===== config.mk =====
export PLATFORM = sky130hd
export DESIGN_NAME = adc_sequence_start_channel_select
export DESIGN_NICKNAME = d
export VERILOG_FILES = /design/src/hdl/adc_start_pkg.sv /design/src/hdl/adc_sequence_start_channel_select.sv /design/src/hdl/converter_tick_divider.sv /design/src/hdl/trigger_input_sync.sv
export SDC_FILE = /design/constraint.sdc
export NUM_CORES = 1
export LEC_CHECK = 0
export ABC_CLOCK_PERIOD_IN_PS = 2830
export BUFFER_PORTS_ARGS = -buffer_cell sky130_fd_sc_hd__buf_4
export CAP_MARGIN = 20
export CORE_UTILIZATION = 50
export DETAILED_ROUTE_END_ITERATION = 10
export PLACE_DENSITY_LB_ADDON = 0.2
export SLEW_MARGIN = 20
export SYNTH_ARGS = -nofsm -noshare
export SYNTH_HDL_FRONTEND = slang
export SYNTH_HIERARCHICAL = 1
export SYNTH_SLANG_ARGS = --single-unit

===== constraint.sdc =====
create_clock -name clock_i -period 2.83 [get_ports clock_i]
set_input_delay 0.7075 -clock clock_i [delete_from_list [all_inputs] [get_ports clock_i]]
set_output_delay 0.7075 -clock clock_i [all_outputs]
set_load 0.02 [all_outputs]

===== src/hdl/adc_start_pkg.sv =====
// Constants, types and decode functions shared by the conversion start and channel select logic.
package adc_start_pkg;

  // Register port geometry and offsets.
  localparam int unsigned ADDR_WIDTH = 3;
  localparam int unsigned DATA_WIDTH = 8;
  localparam logic [ADDR_WIDTH-1:0] WRAP_CONTROL_OFFSET    = 3'h0;
  localparam logic [ADDR_WIDTH-1:0] SEQUENCE_CONFIG_OFFSET = 3'h3;
  localparam logic [ADDR_WIDTH-1:0] START_CONTROL_OFFSET   = 3'h5;
  localparam logic [ADDR_WIDTH-1:0] STATUS_OFFSET          = 3'h6;

  // Start control field layout.
  localparam int unsigned SPECIAL_ENABLE_BIT = 6;
  localparam int unsigned CONTINUOUS_BIT     = 5;
  localparam int unsigned MULTI_CHANNEL_BIT  = 4;
  localparam int unsigned CODE_MSB           = 3;
  localparam logic [7:0]  START_WRITE_MASK   = 8'h7F;
  localparam logic [7:0]  START_RESET        = 8'h00;

  // Sequence configuration field layout.
  localparam int unsigned EXT_TRIGGER_BIT = 5;
  localparam int unsigned FIFO_MODE_BIT   = 4;
  localparam int unsigned LENGTH_MSB      = 3;
  localparam logic [7:0]  CONFIG_MASK     = 8'h3F;
  localparam logic [7:0]  CONFIG_RESET    = 8'h00;

  // Wrap channel field.
  localparam int unsigned WRAP_MSB   = 3;
  localparam logic [3:0]  WRAP_RESET = 4'hF;

  // Status field layout.
  localparam int unsigned SEQ_COMPLETE_BIT    = 7;
  localparam int unsigned TRIGGER_OVERRUN_BIT = 5;
  localparam int unsigned RESULT_OVERRUN_BIT  = 4;

  // Converter clock and sampling phase.
  localparam int unsigned CONVERTER_DIVIDE = 12;
  localparam int unsigned DIVIDER_WIDTH    = 4;
  localparam logic [2:0]  SAMPLE_TICKS     = 3'h4;

  // Channel and length limits.
  localparam logic [2:0] LAST_ANALOG     = 3'h7;
  localparam logic [3:0] MAX_CONVERSIONS = 4'h8;
  localparam logic [3:0] ZERO_NIBBLE     = 4'h0;

  // Special source codes.
  localparam logic [3:0] SPECIAL_SOURCE_CODE = 4'h1;
  localparam logic [3:0] HIGH_REF_CODE       = 4'h4;
  localparam logic [3:0] LOW_REF_CODE        = 4'h5;
  localparam logic [3:0] MID_REF_CODE        = 4'h6;

  typedef enum logic [1:0] {IDLE, SAMPLING, CONVERTING} sequencer_state_type;

  function automatic logic [3:0] decode_length(input logic [3:0] field);
    if (field == ZERO_NIBBLE || field[3]) begin
      decode_length = MAX_CONVERSIONS;
    end else begin
      decode_length = field;
    end
  endfunction : decode_length

  function automatic logic [2:0] analog_of_code(input logic [3:0] code);
    if (code[3]) begin
      analog_of_code = LAST_ANALOG;
    end else begin
      analog_of_code = code[2:0];
    end
  endfunction : analog_of_code

  function automatic logic special_code_valid(input logic [3:0] code);
    special_code_valid = (code == SPECIAL_SOURCE_CODE) || (code == HIGH_REF_CODE) ||
                         (code == LOW_REF_CODE) || (code == MID_REF_CODE);
  endfunction : special_code_valid

endpackage : adc_start_pkg


===== src/hdl/adc_sequence_start_channel_select.sv =====
// Conversion start and channel selection control for the analog-to-digital unit sequencer.
// Behaviour
// - Start control write aborts, and starts sequence unless external trigger is on.
// - External trigger needs one arming write first.
// - Conversion start is first sampling cycle.
// - Bit 6 enables special source selection.
// - Bit 5 picks single or continuous sequences.
// - External trigger runs exactly one sequence.
// - Single channel mode repeats the coded input.
// - Multi channel converts length channels from code.
// - Next channel increments, wrapping after wrap channel.
// - Start above wrap first wraps at seven.
// - Codes eight to fifteen select input seven.
// - Special codes pick source, reference or midpoint.
// - Length zero or top bit gives eight.
// - Start write clears the three status flags.
// - Abort or start clears the conversion counter.
`timescale 1ns/1ps
module adc_sequence_start_channel_select (
  // Clock and reset
  input  wire logic                                clock_i,
  input  wire logic                                sys_rst_i,
  // Register port
  input  wire logic [adc_start_pkg::ADDR_WIDTH-1:0] reg_addr_i,
  input  wire logic [adc_start_pkg::DATA_WIDTH-1:0] reg_wdata_i,
  input  wire logic                                reg_write_i,
  input  wire logic                                reg_read_i,
  output logic      [adc_start_pkg::DATA_WIDTH-1:0] reg_rdata_o,
  // External trigger and converter feedback
  input  wire logic                                trigger_pin_i,
  input  wire logic                                conversion_done_i,
  input  wire logic                                result_overrun_i,
  // Multiplexer and sequencer control
  output logic                                     sample_start_o,
  output logic                                     sampling_o,
  output logic                                     busy_o,
  output logic                                     special_select_o,
  output logic      [3:0]                          source_select_o,
  output logic                                     reserved_source_o
);

  import adc_start_pkg::*;

  logic [7:0]          start_control;
  logic [7:0]          sequence_config;
  logic [3:0]          wrap_channel_field;
  logic                sequence_complete_flag;
  logic                trigger_overrun_flag;
  logic                result_overrun_flag;
  logic [3:0]          conversion_counter;
  logic [3:0]          conversion_index;
  logic [2:0]          sample_count;
  logic [2:0]          current_channel;
  logic                first_wrap_pending;
  logic                armed;
  sequencer_state_type state;
  sequencer_state_type next_state;
  logic [2:0]          prev_channel;
  logic                wrap_now_q;

  logic                tick;
  logic                trigger_rise;
  logic                write_start;
  logic                write_config;
  logic                write_wrap;
  logic                write_status;
  logic                abort;
  logic [7:0]          effective_control;
  logic                external_trigger_enable;
  logic                continuous_run;
  logic                start_by_write;
  logic                trigger_start;
  logic                trigger_overrun_event;
  logic                conversion_end;
  logic                last_conversion;
  logic                sequence_end;
  logic                enter_sampling;
  logic                new_sequence;
  logic [2:0]          start_channel;
  logic [2:0]          next_channel;
  logic                wrap_now;

  converter_tick_divider u_divider (
    .clock_i   (clock_i),
    .sys_rst_i (sys_rst_i),
    .restart_i (enter_sampling),
    .tick_o    (tick)
  );

  trigger_input_sync u_trigger_sync (
    .clock_i   (clock_i),
    .sys_rst_i (sys_rst_i),
    .pin_i     (trigger_pin_i),
    .rise_o    (trigger_rise)
  );

  // Register decode.
  always_comb begin
    write_start  = 1'b0;
    write_config = 1'b0;
    write_wrap   = 1'b0;
    write_status = 1'b0;
    if (reg_addr_i == START_CONTROL_OFFSET) begin
      write_start = reg_write_i;
    end else if (reg_addr_i == SEQUENCE_CONFIG_OFFSET) begin
      write_config = reg_write_i;
    end else if (reg_addr_i == WRAP_CONTROL_OFFSET) begin
      write_wrap = reg_write_i;
    end else if (reg_addr_i == STATUS_OFFSET) begin
      write_status = reg_write_i;
    end
  end

  // A write takes effect in its own cycle, so the new sequence uses the fresh field values.
  assign effective_control       = write_start ? (reg_wdata_i & START_WRITE_MASK) : start_control;
  assign external_trigger_enable = sequence_config[EXT_TRIGGER_BIT];
  assign continuous_run          = start_control[CONTINUOUS_BIT] && !external_trigger_enable;
  assign abort                   = write_start || write_config || write_wrap;
  assign start_by_write          = write_start && !external_trigger_enable;
  assign trigger_start           = trigger_rise && external_trigger_enable && armed && state == IDLE && !abort;
  assign trigger_overrun_event   = trigger_rise && external_trigger_enable && armed && (state != IDLE);
  assign conversion_end          = (state == CONVERTING) && conversion_done_i;
  assign last_conversion         = (conversion_index + 4'h1) == decode_length(sequence_config[LENGTH_MSB:0]);
  assign sequence_end            = conversion_end && last_conversion && !abort;
  assign new_sequence            = start_by_write || (!abort && (trigger_start || (sequence_end && continuous_run)));
  assign enter_sampling          = new_sequence || (!abort && conversion_end && !last_conversion);
  assign start_channel           = analog_of_code(effective_control[CODE_MSB:0]);

  // Channel stepping in multi-channel mode.
  assign wrap_now = (current_channel == LAST_ANALOG) ||
                    (!first_wrap_pending && !wrap_channel_field[3] &&
                     current_channel == wrap_channel_field[2:0]);

  always_comb begin
    next_channel = current_channel;
    if (new_sequence) begin
      next_channel = start_channel;
    end else if (effective_control[MULTI_CHANNEL_BIT] && !effective_control[SPECIAL_ENABLE_BIT]) begin
      next_channel = wrap_now ? 3'h0 : current_channel + 3'h1;
    end
  end

  // Sequencer state.
  always_comb begin
    next_state = state;
    if (abort) begin
      next_state = start_by_write ? SAMPLING : IDLE;
    end else begin
      case (state)
        IDLE: begin
          if (trigger_start) begin
            next_state = SAMPLING;
          end
        end
        SAMPLING: begin
          if (tick && sample_count == SAMPLE_TICKS - 3'h1) begin
            next_state = CONVERTING;
          end
        end
        CONVERTING: begin
          if (conversion_done_i) begin
            next_state = enter_sampling ? SAMPLING : IDLE;
          end
        end
        default: begin
          next_state = IDLE;
        end
      endcase
    end
  end

  always_ff @(posedge clock_i) begin
    if (sys_rst_i) begin
      state      <= IDLE;
      sampling_o <= 1'b0;
      busy_o     <= 1'b0;
    end else begin
      state      <= next_state;
      sampling_o <= next_state == SAMPLING;
      busy_o     <= next_state != IDLE;
    end
  end

  always_ff @(posedge clock_i) begin
    if (sys_rst_i || enter_sampling) begin
      sample_count <= 3'h0;
    end else if (state == SAMPLING && tick) begin
      sample_count <= sample_count + 3'h1;
    end
  end

  // Channel tracking and multiplexer outputs.
  always_ff @(posedge clock_i) begin
    if (sys_rst_i) begin
      current_channel    <= 3'h0;
      first_wrap_pending <= 1'b0;
    end else if (enter_sampling) begin
      current_channel <= next_channel;
      if (new_sequence) begin
        first_wrap_pending <= {1'b0, start_channel} > wrap_channel_field;
      end else if (next_channel == 3'h0) begin
        first_wrap_pending <= 1'b0;
      end
    end
  end

  always_ff @(posedge clock_i) begin
    if (sys_rst_i) begin
      sample_start_o    <= 1'b0;
      special_select_o  <= 1'b0;
      source_select_o   <= 4'h0;
      reserved_source_o <= 1'b0;
    end else begin
      sample_start_o <= enter_sampling;
      if (enter_sampling) begin
        special_select_o <= effective_control[SPECIAL_ENABLE_BIT];
        if (effective_control[SPECIAL_ENABLE_BIT]) begin
          source_select_o   <= effective_control[CODE_MSB:0];
          reserved_source_o <= !special_code_valid(effective_control[CODE_MSB:0]);
        end else begin
          source_select_o   <= {1'b0, next_channel};
          reserved_source_o <= 1'b0;
        end
      end
    end
  end

  // Counters within the sequence.
  always_ff @(posedge clock_i) begin
    if (sys_rst_i || abort || new_sequence) begin
      conversion_index <= 4'h0;
    end else if (conversion_end) begin
      conversion_index <= conversion_index + 4'h1;
    end
  end

  // FIFO mode keeps the counter after a sequence ends, but an abort or any new sequence start clears it.
  always_ff @(posedge clock_i) begin
    if (sys_rst_i || abort || new_sequence) begin
      conversion_counter <= 4'h0;
    end else if (sequence_end && !sequence_config[FIFO_MODE_BIT]) begin
      conversion_counter <= 4'h0;
    end else if (conversion_end) begin
      conversion_counter <= conversion_counter + 4'h1;
    end
  end

  // Software registers.
  always_ff @(posedge clock_i) begin
    if (sys_rst_i) begin
      start_control      <= START_RESET;
      sequence_config    <= CONFIG_RESET;
      wrap_channel_field <= WRAP_RESET;
    end else begin
      if (write_start) begin
        start_control <= reg_wdata_i & START_WRITE_MASK;
      end
      if (write_config) begin
        sequence_config <= reg_wdata_i & CONFIG_MASK;
      end
      if (write_wrap) begin
        wrap_channel_field <= reg_wdata_i[WRAP_MSB:0];
      end
    end
  end

  always_ff @(posedge clock_i) begin
    if (sys_rst_i || write_config || write_wrap) begin
      armed <= 1'b0;
    end else if (write_start) begin
      armed <= 1'b1;
    end
  end

  // Status flags; a hardware set in the clearing cycle wins.
  always_ff @(posedge clock_i) begin
    if (sys_rst_i) begin
      sequence_complete_flag <= 1'b0;
      trigger_overrun_flag   <= 1'b0;
      result_overrun_flag    <= 1'b0;
    end else begin
      if (sequence_end) begin
        sequence_complete_flag <= 1'b1;
      end else if (write_start || (write_status && reg_wdata_i[SEQ_COMPLETE_BIT])) begin
        sequence_complete_flag <= 1'b0;
      end
      if (trigger_overrun_event) begin
        trigger_overrun_flag <= 1'b1;
      end else if (abort || (write_status && reg_wdata_i[TRIGGER_OVERRUN_BIT])) begin
        trigger_overrun_flag <= 1'b0;
      end
      if (result_overrun_i) begin
        result_overrun_flag <= 1'b1;
      end else if (abort || (write_status && reg_wdata_i[RESULT_OVERRUN_BIT])) begin
        result_overrun_flag <= 1'b0;
      end
    end
  end

  // Read data stand only in the cycle after the read strobe.
  always_ff @(posedge clock_i) begin
    if (sys_rst_i || !reg_read_i) begin
      reg_rdata_o <= 8'h00;
    end else if (reg_addr_i == START_CONTROL_OFFSET) begin
      reg_rdata_o <= start_control;
    end else if (reg_addr_i == SEQUENCE_CONFIG_OFFSET) begin
      reg_rdata_o <= sequence_config;
    end else if (reg_addr_i == WRAP_CONTROL_OFFSET) begin
      reg_rdata_o <= {4'h0, wrap_channel_field};
    end else if (reg_addr_i == STATUS_OFFSET) begin
      reg_rdata_o <= {sequence_complete_flag, 1'b0, trigger_overrun_flag, result_overrun_flag, conversion_counter};
    end else begin
      reg_rdata_o <= 8'h00;
    end
  end

  always_ff @(posedge clock_i) begin
    prev_channel <= current_channel;
    wrap_now_q   <= wrap_now;
  end
endmodule : adc_sequence_start_channel_select


===== src/hdl/converter_tick_divider.sv =====
// Divider that makes the one-cycle converter clock enable from the bus clock.
`timescale 1ns/1ps
module converter_tick_divider
  import adc_start_pkg::*;
(
  // Clock and reset
  input  wire logic clock_i,
  input  wire logic sys_rst_i,
  // Control
  input  wire logic restart_i,
  // Enable pulse
  output logic      tick_o
);

  logic [DIVIDER_WIDTH-1:0] count;

  // Restarting keeps each sampling phase a whole number of converter cycles long.
  always_ff @(posedge clock_i) begin
    if (sys_rst_i || restart_i) begin
      count  <= '0;
      tick_o <= 1'b0;
    end else if (count == DIVIDER_WIDTH'(CONVERTER_DIVIDE - 1)) begin
      count  <= '0;
      tick_o <= 1'b1;
    end else begin
      count  <= count + DIVIDER_WIDTH'(1);
      tick_o <= 1'b0;
    end
  end

endmodule : converter_tick_divider


===== src/hdl/trigger_input_sync.sv =====
// Three-stage synchroniser and rising-edge detector for the external trigger pin.
`timescale 1ns/1ps
module trigger_input_sync (
  // Clock and reset
  input  wire logic clock_i,
  input  wire logic sys_rst_i,
  // Pin
  input  wire logic pin_i,
  // Event
  output logic      rise_o
);

  logic [2:0] stage;
  logic       level;

  always_ff @(posedge clock_i) begin
    if (sys_rst_i) begin
      stage <= 3'h0;
    end else begin
      stage <= {stage[1:0], pin_i};
    end
  end

  // The first stage may be metastable, so only the later two decide a change.
  always_ff @(posedge clock_i) begin
    if (sys_rst_i) begin
      level  <= 1'b0;
      rise_o <= 1'b0;
    end else begin
      rise_o <= (stage[1] == stage[2]) && stage[2] && !level;
      if (stage[1] == stage[2]) begin
        level <= stage[2];
      end
    end
  end

endmodule : trigger_input_sync

-- Word level (Yosys, flattened, before mapping)
Cells that the tools add are included.
- RAM bits: 0
- flip-flop bits (word level): 65
- input port bits: 18
- bits in latches: 0
- word-level logic and storage cells: 156
- memories: 0
- ROM bits: 0
- eq/ne operators: 16
- divide/modulo/power cells: 0
- muxes and demuxes: 38
- shift-type cells: 0
- multiply operators: 0
- $lt $le $gt $ge: 1
- add/sub/neg operators: 5
- reductions and logical operators: 68
- bitwise gates (word level): 1
- operators with widths (operator ; count):
    $mux 7 ; 4
    $logic_and 1x1->1 ; 25
    $mux 1 ; 22
    $logic_or 1x1->1 ; 19
    $add 4x1->4 const B ; 3
    $eq 4x3->1 const B ; 3
    $mux 3 ; 4
    $reduce_bool 2->1 ; 6
    $logic_not 1->1 ; 10
    $eq 3x3->1 const B ; 3
    $mux 2 ; 4
    $mux 4 ; 2
    $add 3x1->3 const B ; 2
    $eq 3x2->1 const B ; 2
    $logic_not 3->1 ; 2
    $mux 6 ; 1
    $pmux 2 s3 ; 1
    $reduce_or 5->1 ; 1
    $eq 2x1->1 const B ; 2
    $eq 4x1->1 const B ; 1
    $eq 4x4->1 ; 1
    $eq 4x4->1 const B ; 1
    $gt 3x4->1 ; 1
    $logic_not 4->1 ; 1
    7 further kinds ; 8

-- Longest topological paths before layout
Gate-level depths: netlist (run 1).
- depth after elaboration: 17
- depth in mapped cells: 11
- gate-level depth less buffers: 9

-- Cells and area by module
Netlist (run 1), hierarchy kept.
- modules (own cells, without submodules) (module ; cells each ; instances ; area an instance (µm²)):
    adc_sequence_start_channel_select ; 330 ; 1 ; 2899.0
    converter_tick_divider ; 17 ; 1 ; 187.7
    trigger_input_sync ; 12 ; 1 ; 157.7

-- Worst setup path after synthesis (run 1)
Ideal clock, no wire load.
- path type: input to register
- from: input reg_addr_i[1] (netlist name)
- to: register first_wrap_pending
- data arrival time: 2.395 ns
- cell stages on the path: 10
- path buffers: 2
- library setup time: 0.129 ns
- slack: 0.306 ns
- data required time: 2.701 ns
- path through: buf_2 nand4b_1 buf_4 mux2i_1 nand2_1 ha_1 nor2b_1 o21a_1 o211ai_1 o41ai_1
- longest elaborated chain between the ends: 15
- RTL lines (what ; line ; source):
    start: declaration ; adc_sequence_start_channel_select.sv:24 ; input wire logic [adc_start_pkg::ADDR_WIDTH-1:0] reg_addr_i,
    $eq 3x2->1 or $logic_not 3->1 (tied branches) ; adc_sequence_start_channel_select.sv:105, adc_sequence_start_channel_select.sv:107 ;
    $mux 1 (on tied branches) ; adc_sequence_start_channel_select.sv:105, adc_sequence_start_channel_select.sv:107 ;
    $mux 1 (on tied branches) ; adc_sequence_start_channel_select.sv:103, adc_sequence_start_channel_select.sv:105 ;
    $logic_or 1x1->1 or $mux 1 (tied branches) ; adc_sequence_start_channel_select.sv:118, adc_sequence_start_channel_select.sv:103 ;
    $logic_or 1x1->1 ; adc_sequence_start_channel_select.sv:118 ; assign abort = write_start || write_config || write_wrap;
    $logic_not 1->1 ; n/a ;
    $logic_and 1x1->1 ; adc_sequence_start_channel_select.sv:124 ; assign sequence_end = conversion_end && last_conversion && !abort;
    $logic_and 1x1->1 ; adc_sequence_start_channel_select.sv:125 ; assign new_sequence = start_by_write || (!abort && (trigger_start || (sequence_end && continuous_run)));
    $logic_or 1x1->1 ; adc_sequence_start_channel_select.sv:125 ;
    $logic_and 1x1->1 ; adc_sequence_start_channel_select.sv:125 ;
    $logic_or 1x1->1 ; adc_sequence_start_channel_select.sv:125 ;
    $mux 3 ; adc_sequence_start_channel_select.sv:136 ; if (new_sequence) begin
    $logic_not 3->1 ; adc_sequence_start_channel_select.sv:201 ; end else if (next_channel == 3'h0) begin
    $reduce_bool 2->1 (no line) ; n/a ;
    $reduce_and 2->1 (no line) ; n/a ;
    end signal: assignment ; adc_sequence_start_channel_select.sv:200 ; first_wrap_pending <= {1'b0, start_channel} > wrap_channel_field;
    end: declaration ; adc_sequence_start_channel_select.sv:54 ; logic first_wrap_pending;
Several ways; a longest one is shown, not always the timed one.
A chain may end at the register's enable or synchronous reset.

-- Worst setup path in the final report (run 1)
- from: register conversion_index[0]
- to: register source_select_o[1]
- longest elaborated chain between the ends: 10
- RTL lines (what ; line ; source):
    start: declaration ; adc_sequence_start_channel_select.sv:51 ; logic [3:0] conversion_index;
    start signal: assignment ; adc_sequence_start_channel_select.sv:233 ; conversion_index <= conversion_index + 4'h1;
    $add 4x1->4 (*) ; adc_sequence_start_channel_select.sv:123 ; assign last_conversion = (conversion_index + 4'h1) == decode_length(sequence_config[LENGTH_MSB:0]);
    $eq 4x4->1 (*) ; adc_sequence_start_channel_select.sv:123 ;
    $logic_and 1x1->1 (2 in a row) ; adc_sequence_start_channel_select.sv:124 ;
    $logic_and 1x1->1 ; adc_sequence_start_channel_select.sv:125 ;
    $logic_or 1x1->1 ; adc_sequence_start_channel_select.sv:125 ;
    $logic_and 1x1->1 ; adc_sequence_start_channel_select.sv:125 ;
    $logic_or 1x1->1 ; adc_sequence_start_channel_select.sv:125 ;
    $mux 3 ; adc_sequence_start_channel_select.sv:136 ;
    $mux 4 ; adc_sequence_start_channel_select.sv:217 ; if (effective_control[SPECIAL_ENABLE_BIT]) begin
    end signal: assignment ; adc_sequence_start_channel_select.sv:218 ; source_select_o <= effective_control[CODE_MSB:0];
    end signal: assignment ; adc_sequence_start_channel_select.sv:221 ; source_select_o <= {1'b0, next_channel};
    end: declaration ; adc_sequence_start_channel_select.sv:38 ; output logic [3:0] source_select_o,
Every way passes the cells marked *; elsewhere a longest branch is shown, timed or not.

==> run metrics, run 1 <==
status=finished, final reports clean; Ports=35; pre-CTS setup slack=0.203 ns; #FFs+latches synth=65; post-route setup slack=0.298 ns; Worst Tran Pin Value=0.685 ns; slowest CP cell=dfxtp_1; htree depth=3; Critical Path End Type=flop; EDFF count, synth=0; clk slew on worst S/H paths=0.07 ns; CTS Buffer Depth=2; final hold vios=0; Final Slew Violations=0; Worst Skew=0.0116 ns; cts bufs inserted=9; Worst Path Buf+Inv=1; Core Area=0.00610 mm^2; hold_buf cts=0; Pwr Total=2.14 mW; GRT Util Overall=24.3%; critical path fanouts, max=8; Finished Layout Cells=476; Clk Latency, worst-skew pair=0.34 ns; 1st-iter DRT viols=209; post-synthesis cell count=359; M3 GR Usage=4.29%; unrepaired setup endpoints after global routing=false; Synth cell types=66; M1 GR Usage=31.5%; initial antenna violation count=0; Post-DP HPWL=5.65 mm; Initial Util=53.2%; pwr/cell area=557 mW/mm^2; via count=2792; fmax=395 MHz; die height=82.6 um; grt met2 use=38.7%; Final GP Congestion=0.873; minimum clock period=2.53 ns; relative slew slack=54.2%; Leak=1.59 nW; Placed Cells=460; Top FF cell, synth=dfxtp_1; number of max-cap violations=0; Post-CTS Setup Bufs=0; first-pass GRT wire length=12.0 mm; Mapped Avg Cell Area=9.04 um^2; asr flop ratio synth=0%; worst vdd ir=0.378 mV; post-CTS sizing=0; Hold Path Class=reg -> reg; Worst path max stage delay=0.51 ns; Startpoint Class=flop; final core utilization=63.1%; Clock Sinks=65; kind of critical path=reg -> reg; pin count of the biggest net entering global routing=35; sequential area share after synthesis=40.1%; busiest grt layer=met2; number of core rows=28; critical path, cell by cell=ha_1 -> xor2_1 -> nor4b_1 -> a311oi_2 -> o31ai_4 -> buf_4 -> mux2i_1 -> o32ai_1; Critical Path RT=3.05 ns; Root Buffer=clkbuf_8; endpoints failing setup=0; arrival time at the worst endpoint=2.75 ns; Synthesized Nets=388; DRT Pass-1 Iters=5; routed vias/inst=5.87; final setup TNS=0 ns; vias in the first global route=2520; # nets final=425; share of cells above drive strength 1=20.7%; Top Family by Delay on Critical Path=compound AO/OA/AOI/OAI gates; CTS tree=yes; fill count=541; area growth from synthesis to layout=18.5%; Yosys warning count=6; WL/cell=16.3 um; total gr overflow=0; full die area=0.00681 mm^2; antenna diode count=0; Die Wd=82.6 um; port bufs=34; Final period util=89.5%; DRC viols=0; cell area after synthesis=0.00324 mm^2; drt total wl=7.77 mm; final antenna-violating net count=0
## final cells by class
class                           count  area (um^2)  share of cell area (%)
Timing Repair Buffer               41          320                    8.33
Multi-Input combinational cell    266         1820                    47.3
Inverter                           13         48.8                    1.27
Tap cell                           75         93.8                    2.44
Sequential cell                    65         1300                    33.8
Clock inverter                      4         97.6                    2.54
Clock buffer                       12          165                    4.29
## registers in the layout, summed over array words and instances (netlist names), 2 cells and up
register              flops
conversion_counter        4
conversion_index          4
current_channel           3
reg_rdata_o               8
sample_count              3
sequence_config           6
source_select_o           4
start_control             7
state                     2
u_divider/count           4
u_trigger_sync/stage      3
wrap_channel_field        4
## synth_stat cells, drive strengths merged, types with 5 or more instances
library cell | instances | share of area [%]
mux2i | 14 | 4.4
ha | 11 | 4.2
o21bai | 5 | 1.2
o21ai | 19 | 3.2
xnor2 | 8 | 2.4
and2 | 5 | 0.96
a211oi | 6 | 1.5
nor2b | 9 | 1.7
nand3 | 9 | 1.4
nor2 | 34 | 4.2
buf | 7 | 1.4
dfxtp | 65 | 40
nor3 | 11 | 1.7
a21oi | 14 | 2.2
xor2 | 8 | 2.2
inv | 13 | 1.5
a22oi | 6 | 1.4
nand2 | 45 | 5.4
nand4 | 6 | 1.2
o211ai | 5 | 1.6
clkbuf | 8 | 0.93
## metrics by stage
stage,instance area (um^2),hold slack [ns]
final,3850,0.429
after global routing,3850,0.458
after CTS,3850,0.440
after detailed placement,3580,0.425
after global placement,3580,0.421
after floorplan,3240,0.408
## worst paths after layout
kind	from	end	slack (ns)	cells after the start
worst max-delay path	conversion_index[0]	source_select_o[1]	0.30	8
worst min-delay path	u_trigger_sync/stage[0]	u_trigger_sync/stage[1]	0.43	1
worst max register to register	conversion_index[0]	source_select_o[1]	0.30	8
worst min register to register	u_trigger_sync/stage[0]	u_trigger_sync/stage[1]	0.43	1
## power by group
group	total (mW)	switching (mW)	internal, mW	leakage [nW]
sequential	0.949	0.0153	0.934	0.527
clock	1.01	0.356	0.657	0.129
combinational	0.178	0.105	0.0735	0.937
## metal layers
layer	wire, um	vias up
met1	3590	1316
met3	397	19
li1	-	1364
met4	161	0
met5	0	-
met2	3620	93
## cells by family after synthesis
| logic type | share of synthesized area, % |
|---|---|
| AO/OA/AOI/OAI | 21.0 |
| XOR/XNOR | 4.55 |
| adder cells (fa/ha/maj) | 4.24 |
| buffers and inverters | 3.82 |
| flip-flops | 40.1 |
| multiplexers | 4.90 |
| AND/OR/NAND/NOR | 21.4 |
## placed cells by master (no fill, tap or decap), drive strengths merged, types with 6 or more instances in the layout
cell | synthesis | layout
nand4 | 6 | 6
o21ai | 19 | 19
nor3 | 11 | 11
nand3 | 9 | 9
xnor2 | 8 | 8
a21oi | 14 | 14
clkbuf | 8 | 12
mux2i | 14 | 14
inv | 13 | 13
dfxtp | 65 | 65
nand2 | 45 | 45
xor2 | 8 | 8
a22oi | 6 | 6
buf | 7 | 41
nor2b | 9 | 9
nor2 | 34 | 34
a211oi | 6 | 6
ha | 11 | 11
## worst register-to-register path, delay by kind of cell, from the launching register on
family	cells	cell delay [ns]
compound gates	3	0.62
flops	1	0.51
fa+ha+maj	1	0.34
simple gates	1	0.31
mux	1	0.25
buf+inv	1	0.19
xor+xnor	1	0.18
Note: power is estimated with default switching activity, not from simulation.
==> run 2: changes to the inputs <==
Settings changed: CORE_ASPECT_RATIO set to 0.5, GPL_ROUTABILITY_DRIVEN set to 0, SKIP_LAST_GASP set to 1.
==> run 2 against run 1 <==
Effect of this change:
- maximum frequency decreased by 1.5%
- die area increased by 0.30%
- sequential cell count unchanged
- routed wire length increased by 0.68%
- setup slack got worse by 0.039 ns
- clock power about the same
- sequential power about the same
- critical path type unchanged
- largest power group unchanged
==> run metrics, run 2 (same netlist as run 1, synthesis figures left out) <==
Ports=35; critical path fanouts, max=8; Post-DP HPWL=5.75 mm; hold_buf cts=0; busiest grt layer=met2; Core Area=0.00616 mm^2; Final period util=90.9%; max FFs per register=8; slowest CP cell=dfxtp_1; first-pass GRT wire length=12.4 mm; port bufs=34; Root Buffer=clkbuf_16; DRT Pass-1 Iters=4; pwr/cell area=555 mW/mm^2; Hold Path Class=reg -> reg; routed vias/inst=5.72; WL/cell=16.0 um; antenna diode count=0; DP Area=0.00359 mm^2; vias in the first global route=2562; CTS Buffer Depth=2; biggest regs=reg_rdata_o (8), start_control (7), sequence_config (6); critical path, cell by cell=ha_1 -> xor2_1 -> nor4b_1 -> a311oi_2 -> o31ai_4 -> buf_4 -> mux2i_1 -> o32ai_1; drt total wl=7.82 mm; DRC viols=0; status=finished, final reports clean; initial antenna violation count=0; die height=59.0 um; M3 GR Usage=9.47%; Worst Tran Pin Value=0.709 ns; unrepaired setup endpoints after global routing=false; total gr overflow=0; most flop-heavy register=reg_rdata_o; # nets final=425; cts bufs inserted=9; Worst path max stage delay=0.51 ns; relative slew slack=52.6%; share of cells above drive strength 1=20.2%; pin count of the biggest net entering global routing=35; worst vdd ir=0.403 mV; most frequent cells in the layout=dfxtp_1, nand2_1, buf_4; Critical Path End Type=flop; post-CTS sizing=0; area growth from synthesis to layout=19.1%; Design Area, Final=0.00386 mm^2; via count=2797; Clock Sinks=65; minimum clock period=2.57 ns; CTS tree=yes; Critical Path RT=3.03 ns; Leak=1.60 nW; Post-CTS Setup Bufs=0; Top Family by Delay on Critical Path=compound AO/OA/AOI/OAI gates; Worst Skew=0.00758 ns; arrival time at the worst endpoint=2.77 ns; grt met2 use=38.7%; Clk Latency, worst-skew pair=0.33 ns; Die Wd=116 um; Startpoint Class=flop; 1st-iter DRT viols=183; final hold vios=0; Final Slew Violations=0; kind of critical path=reg -> reg; commonest non-fill, non-tap cell in the layout=dfxtp_1; fill count=530; final antenna-violating net count=0; full die area=0.00683 mm^2; endpoints failing setup=0; clk slew on worst S/H paths=0.05 ns; fmax=389 MHz; Worst Path Buf+Inv=1; Initial Util=52.7%; htree depth=3; M1 GR Usage=31.2%; number of max-cap violations=0; final setup TNS=0 ns; number of core rows=20; GRT Util Overall=24.7%
## run 2: changes by cell type in the layout (fill, tap and decap cells not counted), sizes merged
cell      previous run  this run
bufinv               3         0
clkbuf              12        13
clkinvlp             1         0
clkinv               0         3
## run 2: area by class of cell
class                   instances  area (um^2)  area share, %
multi-input cells             266         1820           47.1
flip-flops and latches         65         1300           33.7
repair buffers                 41          308           7.97
clock buffers                  13          260           6.74
well taps                      88          110           2.85
inverters                      13         48.8           1.26
clock inverters                 3         15.0          0.389
## run 2: routing by layer
metal,wire length (um),up-vias
li1,-,1372
met5,0,-
met3,557,10
met1,3760,1341
met2,3420,74
met4,79,0
## run 2: worst paths after layout
kind                                              start                 endpoint  slack, ns  cells after the start
worst max-delay path                conversion_index[0]       source_select_o[1]       0.26                      8
worst min-delay path            u_trigger_sync/stage[0]  u_trigger_sync/stage[1]       0.44                      1
worst max register to register      conversion_index[0]       source_select_o[1]       0.26                      8
worst min register to register  u_trigger_sync/stage[0]  u_trigger_sync/stage[1]       0.44                      1
## run 2: report_power, final
group / switching (mW) / leakage (nW) / internal [mW]
sequential: 0.0150 / 0.527 / 0.936
combinational: 0.105 / 0.930 / 0.0720
clock: 0.381 / 0.139 / 0.635
total: 0.501 / 1.60 / 1.64
## run 2: metrics by stage
step                worst slack (ns)  cells  utilization, %  total power, mW  hold slack (ns)
floorplan                      0.306    359               -             1.08            0.408
global placement               0.171    473            58.3             1.14            0.419
detailed placement             0.107    473            58.3             1.14            0.432
CTS                            0.294    489            62.7             2.16            0.443
global route                   0.129    489            62.7             2.21            0.458
finish                         0.258    489            62.7             2.14            0.437
